<file path="config.mk">
export PLATFORM = sky130hd
export DESIGN_NAME = servo_remote_status_monitor
export DESIGN_NICKNAME = d
export VERILOG_FILES = /design/src/hw/servo_monitor_pkg.sv /design/src/hw/servo_remote_status_monitor.sv
export VERILOG_INCLUDE_DIRS = /design/src /design/src/hw
export SDC_FILE = /design/constraint.sdc
export NUM_CORES = 1
export LEC_CHECK = 0
export BUFFER_PORTS_ARGS = -buffer_cell sky130_fd_sc_hd__buf_2
export CORE_AREA = 2 2 151 153
export CTS_CLUSTER_DIAMETER = 150
export DETAILED_ROUTE_END_ITERATION = 16
export DIE_AREA = 0 0 153 155
export PLACE_DENSITY = 0.56
export SLEW_MARGIN = 20
export SYNTH_ARGS = -nofsm -noshare
export SYNTH_HDL_FRONTEND = slang
export SYNTH_SLANG_ARGS = --single-unit
</file>
<file path="constraint.sdc">
create_clock -name ref_clk -period 2.2 [get_ports ref_clk]
set_input_delay 0.22 -clock ref_clk [delete_from_list [all_inputs] [get_ports ref_clk]]
set_output_delay 0.22 -clock ref_clk [all_outputs]
set_load 0.005 [all_outputs]
</file>
<file path="src/hw/servo_monitor_map.svh">
// Remote bit positions, timing counts and reset values of the
// servo remote status and monitor block.
// Assumes the includer uses these only as constants.
`ifndef SERVO_MONITOR_MAP_SVH
`define SERVO_MONITOR_MAP_SVH

// ==========================================================
// Remote bit positions in the 64-bit remote bit images
`define RBIT_MON_REQ 6'd8
`define RBIT_MON_DONE 6'd8
`define RBIT_TROUBLE_1ST 6'd26
`define RBIT_TROUBLE_2ST 6'd58
`define RBIT_READY_1ST 6'd27
`define RBIT_READY_2ST 6'd59
`define RBIT_RESET_REQ_1ST 6'd26
`define RBIT_RESET_REQ_2ST 6'd58

// ==========================================================
// Read register indices
`define RWR_MON1 3'd0
`define RWR_MON2_1ST 3'd1
`define RWR_MON1_HI_2ST 3'd1
`define RWR_MON2_2ST 3'd5
`define RWR_MON2_HI_2ST 3'd6

// ==========================================================
// Reset values and timing
`define RWR_RESET 16'h0000
`define CLK_HZ 10000000
`define TROUBLE_CLEAR_MS 1500

`endif

</file>
<file path="src/hw/servo_monitor_pkg.sv">
// Types shared by the servo remote status and monitor block.
// Assumes servo_monitor_map.svh supplies the numeric constants.
package servo_monitor_pkg;

    // One-hot monitor handshake states
    typedef enum logic [1:0] {
        MON_IDLE = 2'b01,
        MON_DONE = 2'b10
    } mon_state_t;

    // Both monitor codes written by the master
    typedef struct packed {
        logic [15:0] code2;
        logic [15:0] code1;
    } monitor_code_in_t;

    // Status data answered for both codes, 32 bits each
    typedef struct packed {
        logic [31:0] data2;
        logic [31:0] data1;
    } status_data_t;

endpackage

</file>
<file path="src/hw/servo_remote_status_monitor.sv">
// Remote status bits and monitor request handshake of a servo
// driver fieldbus slave, held in the remote bit and register images.
// Assumes the fieldbus engine refreshes the images synchronously to
// ref_clk and the driver core answers status lookups combinationally.
// Assumes two_stations is static while the master is on line, and
// that the master drops its request for a cycle between requests.
//
// Summary of operation
// - Trouble flag set when protection trips power
// - Trouble flag clears about 1.5 s after power-on
// - Ready flag on, off at a latched alarm or a reset request, not during the power-on hold
// - Request loads first data, done raises together
// - One station: second data in read word 1
// - Two stations: second data in read word 5
// - Two stations: 32-bit upper halves in words 1 and 6
`timescale 1ns/100ps
`include "servo_monitor_map.svh"

module servo_remote_status_monitor #(
    parameter int unsigned TROUBLE_CLEAR_CYCLES =
        (`CLK_HZ / 1000) * `TROUBLE_CLEAR_MS
) (
    input wire logic ref_clk,
    input wire logic rstn,
    // High when two stations are occupied
    input wire logic two_stations,
    // Protective circuit has shut off the power stage
    input wire logic protect_trip,
    // Remote input bit image written by the master
    input wire logic [63:0] ry_bits,
    // Remote input registers written by the master
    input wire servo_monitor_pkg::monitor_code_in_t monitor_code_in,
    // Status lookup towards the driver core
    output servo_monitor_pkg::monitor_code_in_t status_code,
    input wire servo_monitor_pkg::status_data_t status_data,
    // Remote output bit image read by the master
    output logic [63:0] rx_bits,
    // Remote output registers read by the master
    output logic [7:0][15:0] monitor_data_out,
    // Loose copies of the flags
    output logic trouble_flag,
    output logic comm_ready_flag,
    output logic monitor_done_bit
);

    // ======================================================
    // Counter width for the power-on trouble hold; one spare count
    // keeps the last compare value inside the counter's range
    localparam int unsigned HOLD_W = $clog2(TROUBLE_CLEAR_CYCLES + 1);

    // Pick a bit position by station occupancy
    function automatic logic [5:0] pick_pos(
        input logic two,
        input logic [5:0] one_pos,
        input logic [5:0] two_pos
    );
        pick_pos = two ? two_pos : one_pos;
    endfunction

    // Place both answers in the read words by station occupancy
    function automatic logic [7:0][15:0] place_words(
        input logic two,
        input logic [7:0][15:0] words,
        input servo_monitor_pkg::status_data_t data
    );
        logic [7:0][15:0] placed;
        placed = words;
        placed[`RWR_MON1] = data.data1[15:0];
        if (two) begin
            placed[`RWR_MON1_HI_2ST] = data.data1[31:16];
            placed[`RWR_MON2_2ST] = data.data2[15:0];
            placed[`RWR_MON2_HI_2ST] = data.data2[31:16];
        end else begin
            placed[`RWR_MON2_1ST] = data.data2[15:0];
        end
        return placed;
    endfunction

    // ======================================================
    // Request bits decoded from the master's bit image
    logic monitor_request_bit;
    logic reset_request;

    // Request bits at their occupancy dependent positions; the
    // monitor request sits at the same bit in both layouts
    always_comb begin
        monitor_request_bit = ry_bits[`RBIT_MON_REQ];
        reset_request = ry_bits[pick_pos(two_stations,
            `RBIT_RESET_REQ_1ST, `RBIT_RESET_REQ_2ST)];
    end

    // ======================================================
    // Power-on trouble hold
    // Masks nothing: it keeps trouble shown while the drive settles,
    // so the master never reads a clean state too early.
    logic [HOLD_W-1:0] hold_cnt;
    logic [HOLD_W-1:0] next_hold_cnt;
    logic power_hold;
    logic next_power_hold;

    // Count edges until the hold runs out, then stop
    always_comb begin
        next_hold_cnt = hold_cnt;
        next_power_hold = power_hold;
        if (power_hold) begin
            if (hold_cnt == HOLD_W'(TROUBLE_CLEAR_CYCLES - 1)) begin
                next_power_hold = 1'b0;
            end else begin
                next_hold_cnt = hold_cnt + HOLD_W'(1);
            end
        end
    end

    // Hold registers; the hold is on from reset
    always_ff @(posedge ref_clk or negedge rstn) begin
        if (!rstn) begin
            hold_cnt <= '0;
            power_hold <= 1'b1;
        end else begin
            hold_cnt <= next_hold_cnt;
            power_hold <= next_power_hold;
        end
    end

    // ======================================================
    // Trouble and ready flags
    logic alarm;
    logic next_alarm;
    logic next_trouble_flag;
    logic next_comm_ready_flag;

    // Latched alarm and flag values
    // A trip and a reset request in one cycle keep the alarm set,
    // so a request can never hide a live trip from the master.
    always_comb begin
        next_alarm = alarm;
        if (protect_trip) begin
            next_alarm = 1'b1;
        end else if (reset_request) begin
            next_alarm = 1'b0;
        end
        next_trouble_flag = next_alarm | next_power_hold;
        next_comm_ready_flag = ~next_alarm & ~reset_request;
    end

    // Flag registers; ready is on from power-on
    always_ff @(posedge ref_clk or negedge rstn) begin
        if (!rstn) begin
            alarm <= 1'b0;
            trouble_flag <= 1'b1;
            comm_ready_flag <= 1'b1;
        end else begin
            alarm <= next_alarm;
            trouble_flag <= next_trouble_flag;
            comm_ready_flag <= next_comm_ready_flag;
        end
    end

    // ======================================================
    // Monitor request handshake
    servo_monitor_pkg::mon_state_t mon_state;
    servo_monitor_pkg::mon_state_t next_mon_state;
    logic [7:0][15:0] next_monitor_data_out;
    logic next_monitor_done_bit;

    // Codes pass straight to the core for lookup; only the answer
    // present at the request edge is latched, so code changes
    // while done stands leave the read words alone.
    assign status_code = monitor_code_in;

    // Capture answers and raise done in the same cycle
    always_comb begin
        next_mon_state = mon_state;
        next_monitor_data_out = monitor_data_out;
        next_monitor_done_bit = monitor_done_bit;
        case (mon_state)
            servo_monitor_pkg::MON_IDLE: begin
                if (monitor_request_bit) begin
                    next_monitor_data_out = place_words(two_stations,
                        monitor_data_out, status_data);
                    next_monitor_done_bit = 1'b1;
                    next_mon_state = servo_monitor_pkg::MON_DONE;
                end
            end
            servo_monitor_pkg::MON_DONE: begin
                if (!monitor_request_bit) begin
                    next_monitor_done_bit = 1'b0;
                    next_mon_state = servo_monitor_pkg::MON_IDLE;
                end
            end
            default: begin
                // Stray state code: drop done and wait for a request
                next_monitor_done_bit = 1'b0;
                next_mon_state = servo_monitor_pkg::MON_IDLE;
            end
        endcase
    end

    // Handshake registers
    always_ff @(posedge ref_clk or negedge rstn) begin
        if (!rstn) begin
            mon_state <= servo_monitor_pkg::MON_IDLE;
            monitor_data_out <= {8{`RWR_RESET}};
            monitor_done_bit <= 1'b0;
        end else begin
            mon_state <= next_mon_state;
            monitor_data_out <= next_monitor_data_out;
            monitor_done_bit <= next_monitor_done_bit;
        end
    end

    // ======================================================
    // Remote output bit image from the flag registers; occupancy
    // only moves the flags, so it must not change while on line
    always_comb begin
        rx_bits = '0;
        rx_bits[`RBIT_MON_DONE] = monitor_done_bit;
        rx_bits[pick_pos(two_stations, `RBIT_TROUBLE_1ST,
            `RBIT_TROUBLE_2ST)] = trouble_flag;
        rx_bits[pick_pos(two_stations, `RBIT_READY_1ST,
            `RBIT_READY_2ST)] = comm_ready_flag;
    end

endmodule

</file>
==> results of run 1 <==
[metal layers]
layer,share of wire (%),vias to the layer above
li1,-,1547
met4,2.7,0
met2,48,135
met3,6.7,24
met1,42,1533
met5,0,-
[power by group through the flow]
stage / clock network (µW) / registers, µW / logic [µW]
after floorplan: 0 / 2720 / 1010
after global placement: 0 / 2620 / 1820
after detailed placement: 0 / 2650 / 1850
after CTS: 1700 / 2620 / 1850
after global routing: 1760 / 2700 / 2030
final: 1610 / 2610 / 1790
[cells in the final DEF, fill, tap and decap left out, types with 2 or more instances in the layout]
cell type and instances:
and2_1 3, and3_1 7, buf_12 2, buf_2 141
buf_4 10, clkbuf_16 9, clkinvlp_4 2, conb_1 123
dfrtp_1 90, dfstp_2 4, dlygate4sd3_1 2, mux2_2 32
mux2i_1 17, nand2_1 82, nand3_1 7, nand4_1 6
nor2_1 9, nor2b_1 2, nor3_1 3, nor3b_1 2
nor4b_1 2, o21ai_0 16, xnor2_1 10, xor2_1 13
[metrics by stage]
| step | total power [µW] | hold WS, ps | util [%] | worst slack (ps) |
|---|---|---|---|---|
| 6_report | 6010 | 62.8 | 26.1 | 92.5 |
| 5_1_grt | 6500 | 51.3 | 26.1 | 43.2 |
| 4_1_cts | 6170 | 43.6 | 26.1 | 73.8 |
| 3_5_place_dp | 4500 | 209 | 24.7 | 102 |
| 3_3_place_gp | 4440 | 205 | 24.7 | 108 |
| 2_1_floorplan | 3730 | -75.6 | - | 289 |
[worst max-delay path by stage]
| stage | start | endpoint | cells after the start |
|---|---|---|---|
| after floorplan | hold_cnt[19] | hold_cnt[12] | 6 |
| after global placement | hold_cnt[16] | hold_cnt[12] | 6 |
| after detailed placement | hold_cnt[16] | hold_cnt[12] | 6 |
| after CTS | hold_cnt[16] | hold_cnt[12] | 6 |
| after global routing | hold_cnt[16] | hold_cnt[12] | 6 |
| final | hold_cnt[16] | hold_cnt[12] | 6 |
[final cells by class]
type | instances | area (µm²) | share of cell area, %
repair buffers | 155 | 841 | 14.5
inverters | 3 | 13.8 | 0.237
well taps | 285 | 357 | 6.14
flip-flops and latches | 94 | 2360 | 40.6
multi-input cells | 345 | 1930 | 33.3
clock inverters | 5 | 58.8 | 1.01
clock buffers | 11 | 243 | 4.18
[cells in the mapped netlist (3+ instances only)]
cell type,count
and2_1,3
and3_1,7
buf_1,4
buf_4,156
clkbuf_1,8
dfrtp_1,90
dfstp_2,4
mux2_2,32
mux2i_1,17
nand2_1,83
nand3_1,7
nand4_1,6
nor2_1,9
nor3_1,3
o21ai_0,16
xnor2_1,10
xor2_1,13
[tightest hold or removal path, cell delays in order]
cell and delay [ps]:
buf_2 70, nand2_1 40, nand2_1 40
[sequential cells by signal, indices dropped and copies added (netlist names)]
register and count:
monitor_data_out 64, mon_state 1, trouble_flag 1, alarm 1
comm_ready_flag 1, power_hold 1, monitor_done_bit 1, hold_cnt 24
[kinds of logic after synthesis]
family                   share of synthesized area, %
multiplexers                                     10.5
adder cells (fa/ha/maj)                         0.247
buffers and inverters                            24.3
AO/OA/AOI/OAI                                    2.05
AND/OR/NAND/NOR                                  12.3
other                                          0.0741
flip-flops                                       46.6
XOR/XNOR                                         3.98
==> impl_metrics.ini, run 1 <==
[clocking]
insertion_delay_ps = 350
cts_num_sinks = 94
cts_hold_buffers = 2
cts-root-buf = clkbuf_16
cts_setup_buffers = 0
path_clk_slew_ps = 70
clockBufferDepth = 2
numCtsBuffers = 9
ctsResizeCount = 0
cts_tree = done
cts.htree.levels = 3

[hold_path]
hold_path.class = primary input to flop
hold_depth = 3
min_to = monitor_data_out[11]
hold_path.startpoint = status_data[11]

[placement]
port_buffers = 142
placed_area_um2 = 5480
gp_congestion = 0.709
placed_cells = 880
dpl.hpwl_um = 8100

[layout]
stdcell_count = 898
final_cell_area_um2 = 5800
n_antenna_cell = 0
nNetsFinal = 773
drive_gt1_share_pct = 34.3
nFillCells = 2396
syn_to_final_growth_pct = 14.7

[grt]
grt_pass1_wl_um = 16600
grtUsageTotal_pct = 9.01
gr-total-overflow = 0
grt_max_degree = 49
grt.met1_usage_pct = 11.0
antenna_found_initial = 1
grtUsageMet3_pct = 2.81
grt_pass1_vias = 3049
use_met2_pct = 14.5
top_usage_layer = met2

[route]
initialDrtViolationCount = 83
postRouteAntennaNets = 0
avgRoutedWirePerCell_um = 12.0
drc = 0
dr.pass1.iters = 4
routed_wl_um = 10800
vias = 3239
viasPerCell = 3.61

[timing]
clock.fmax_mhz = 474
slew_headroom_pct = 65.6
final.setup_skew_ps = 10.3
worst_slew_pin_slew_ps = 517
setup_viol = 0
final_hold_viol_count = 0
rsz0062_at_grt = false
tns_ps = 0
fin_crit_sh_pct = 95.8
min_period_ps = 2110
drv_slew = 0

[floorplan]
die-area_um2 = 23700
initial_core_util_pct = 22.8
die_height_um = 155
rows = 55
io_pins = 391
die_w_um = 153
core-area_um2 = 22200

[power_and_ir_drop]
leakage_uw = 0.00311
pwr-share-seq_pct = 43.4
power.density_nw_per_um2 = 1040
switchingPower_uw = 1850
combPwrFrac_pct = 29.8
p_clk_share_pct = 26.8
ir_drop_uv = 319
p_sw_share_pct = 30.8
internal_power_uw = 4160

[setup_path]
cp-end-kind = flop
rr_worst_depth = 6
critPathSlowestCell = or4_1
critPathMaxFanout = 7
cp.arrival_ps = 2340
r2r_start = hold_cnt[16]
max_stage_delay_ps = 610
rrSetupSlack_ps = 90
critPathTopFamily = simple AND/OR/NAND/NOR gates
cp.required_ps = 2430
crit_path_cell_trace = or4_1, nor4b_4, a21bo_4, inv_4, and4_4, xor2_1
start_kind = flop
path_buf_inv = 1
crit_type = flop to flop
r2r_end = hold_cnt[12]

[synth]
yosys.area.top_type = dfrtp_1
seq_area_frac_synth_pct = 46.6
syn-instance-count = 488
ys_seq_elements = 94
synthArstFlopShare_pct = 100
yosysWarnings = 0
synth_edf_count = 0
synth_ff_type = dfrtp_1
yosys.area.top_type_share_pct = 44.5
synth.distinct_cells = 34
avgSynthCellArea_um2 = 10.4
netlist_area_um2 = 5060
synthTopCellsByArea = dfrtp_1 45%, buf_4 23%, mux2_2 7.1%

[status]
status = finished clean

[flow_run]
maxCapViolations = 0
Power figures use the tool's default switching activity.
==> run 2, diff against run 1 <==
--- a/config.mk
+++ b/config.mk
@@ -12,6 +12,7 @@
 export DETAILED_ROUTE_END_ITERATION = 16
 export DIE_AREA = 0 0 153 155
 export PLACE_DENSITY = 0.56
+export REMOVE_ABC_BUFFERS = 1
 export SLEW_MARGIN = 20
 export SYNTH_ARGS = -nofsm -noshare
 export SYNTH_HDL_FRONTEND = slang
==> run 2 against run 1 <==
  * Non-clock buffer count fell by 2
  * Global-route usage rose by 3.0 points
  * Count of clock-buffer cells in the layout fell by 2
  * Register-to-register slack better by 70 ps
  * Highest routed layer is now met5
==> impl_metrics.ini, run 2 (synthesis gave the netlist of run 1 again) <==
[status]
status = finished clean

[layout]
nNetsFinal = 771
regMostFlops = monitor_data_out
syn_to_final_growth_pct = 15.2
layout_common_cells = 141 x buf_2, 123 x conb_1, 90 x dfrtp_1, 82 x nand2_1, 32 x mux2_2
seq_area_um2 = 2360
stdcell_count = 896
top_regs = monitor_data_out x64, hold_cnt x24
drive_gt1_share_pct = 34.3
multiInputGateArea_um2 = 1930
nFillCells = 2384
largest_reg_flops = 64
final_common_cell = buf_2

[route]
viasPerCell = 3.72
avgRoutedWirePerCell_um = 16.3
dr.pass1.iters = 4
initialDrtViolationCount = 109
vias = 3330
routed_wl_um = 14600
postRouteAntennaNets = 0
drc = 0

[placement]
gp_congestion = 0.767
port_buffers = 142
dpl.hpwl_um = 12100
placed_cells = 879

[power_and_ir_drop]
pwr-share-seq_pct = 42.5
power.density_nw_per_um2 = 1070
p_sw_share_pct = 30.1
p_total_uw = 6230
combPwrFrac_pct = 28.6
ir_drop_uv = 397
switchingPower_uw = 1880
leakage_uw = 0.00312
internal_power_uw = 4360
p_clk_share_pct = 28.9

[grt]
grt_max_degree = 49
antenna_found_initial = 0
grt_pass1_vias = 2979
gr-total-overflow = 0
grtUsageTotal_pct = 12.0
grt_pass1_wl_um = 20300

[floorplan]
core-area_um2 = 22200
io_pins = 391
die_w_um = 153
die-area_um2 = 23700
die_height_um = 155
initial_core_util_pct = 22.8
rows = 55

[timing]
clock.fmax_mhz = 490
slew_headroom_pct = 59.3
drv_slew = 0
rsz0062_at_grt = false
setup_viol = 0
final_hold_viol_count = 0
fin_crit_sh_pct = 92.7
min_period_ps = 2040
final.setup_skew_ps = 8.91
tns_ps = 0
worst_slew_pin_slew_ps = 611

[setup_path]
cp.required_ps = 2430
crit_type = flop to flop
cp-end-kind = flop
cp.arrival_ps = 2270
start_kind = flop
critPathMaxFanout = 7

[clocking]
clockBufferDepth = 2
cts-root-buf = clkbuf_16
path_clk_slew_ps = 70
insertion_delay_ps = 350
cts_num_sinks = 94
cts_tree = done
cts.htree.levels = 3
numCtsBuffers = 9
ctsResizeCount = 0

[flow_run]
maxCapViolations = 0

[hold_path]
hold_path.class = primary input to flop
## run 2: cell count changes in the layout (fill, tap and decap cells not counted), sizes merged
cell | previous run | this run
buf | 153 | 152
inv | 2 | 4
clkbuf | 11 | 9
dlygate4sd3 | 2 | 1
clkinv | 3 | 2
clkinvlp | 2 | 0
diode | 0 | 1
bufinv | 1 | 3
## run 2: power groups by stage
stage               logic (µW)  clock network [µW]  registers [µW]
floorplan                  759                   0            2720
detailed placement        1830                   0            2690
global placement          1800                   0            2680
CTS                       1830                1890            2660
finish                    1780                1800            2650
global route              2020                1940            2730
## run 2: repair_timing
action                                 4_1_cts  5_1_grt
buffers inserted                             0        0
setup endpoints to repair                    0        0
endpoints found under the hold margin       41        0
hold buffers                                 1        0
## run 2: area by class of cell
type	count	area share, %
multi-input cells	345	33.2
repair buffers	153	14.1
flip-flops and latches	94	40.4
inverters	3	0.236
diodes	1	0.0429
well taps	285	6.12
clock inverters	6	2.00
clock buffers	9	3.86
## run 2: stage by stage
stage               cell area (µm²)  utilization, %  hold slack [ps]  setup slack [ps]
floorplan                      4300               -            -75.6             -1050
global placement               5470            24.6              282               172
detailed placement             5470            24.6              283               171
CTS                            5830            26.2             37.1               156
global route                   5830            26.2             51.0              76.7
finish                         5830            26.2             60.3               160
## run 2: worst max-delay path, stage by stage, from the launching register on
cell and delay [ps]:
dfrtp_1 430, or4_1 580, nor4b_4 340, a21bo_4 210
inv_4 60, and4_4 170, xor2_1 130
## run 2: worst paths after layout
check / endpoint / depth (start not counted) / slack, ps / startpoint
hold / removal: monitor_data_out[3] / 3 / 60 / status_data[3]
min in group asynchronous: monitor_data_out[107] / 2 / 420 / rstn
setup reg to reg: hold_cnt[12] / 6 / 160 / hold_cnt[11]
setup / recovery: hold_cnt[12] / 6 / 160 / hold_cnt[11]
max in group asynchronous: monitor_data_out[102] / 3 / 1110 / rstn
hold reg to reg: monitor_data_out[2] / 2 / 470 / monitor_data_out[2]
## run 2: routing by layer
layer	share of wire, %	up-vias	GRT usage (%)
li1	-	1538	-
met1	40	1541	14.0
met2	44	234	17.6
met3	14	15	7.72
met4	1.9	2	3.92
met5	0.76	-	3.52
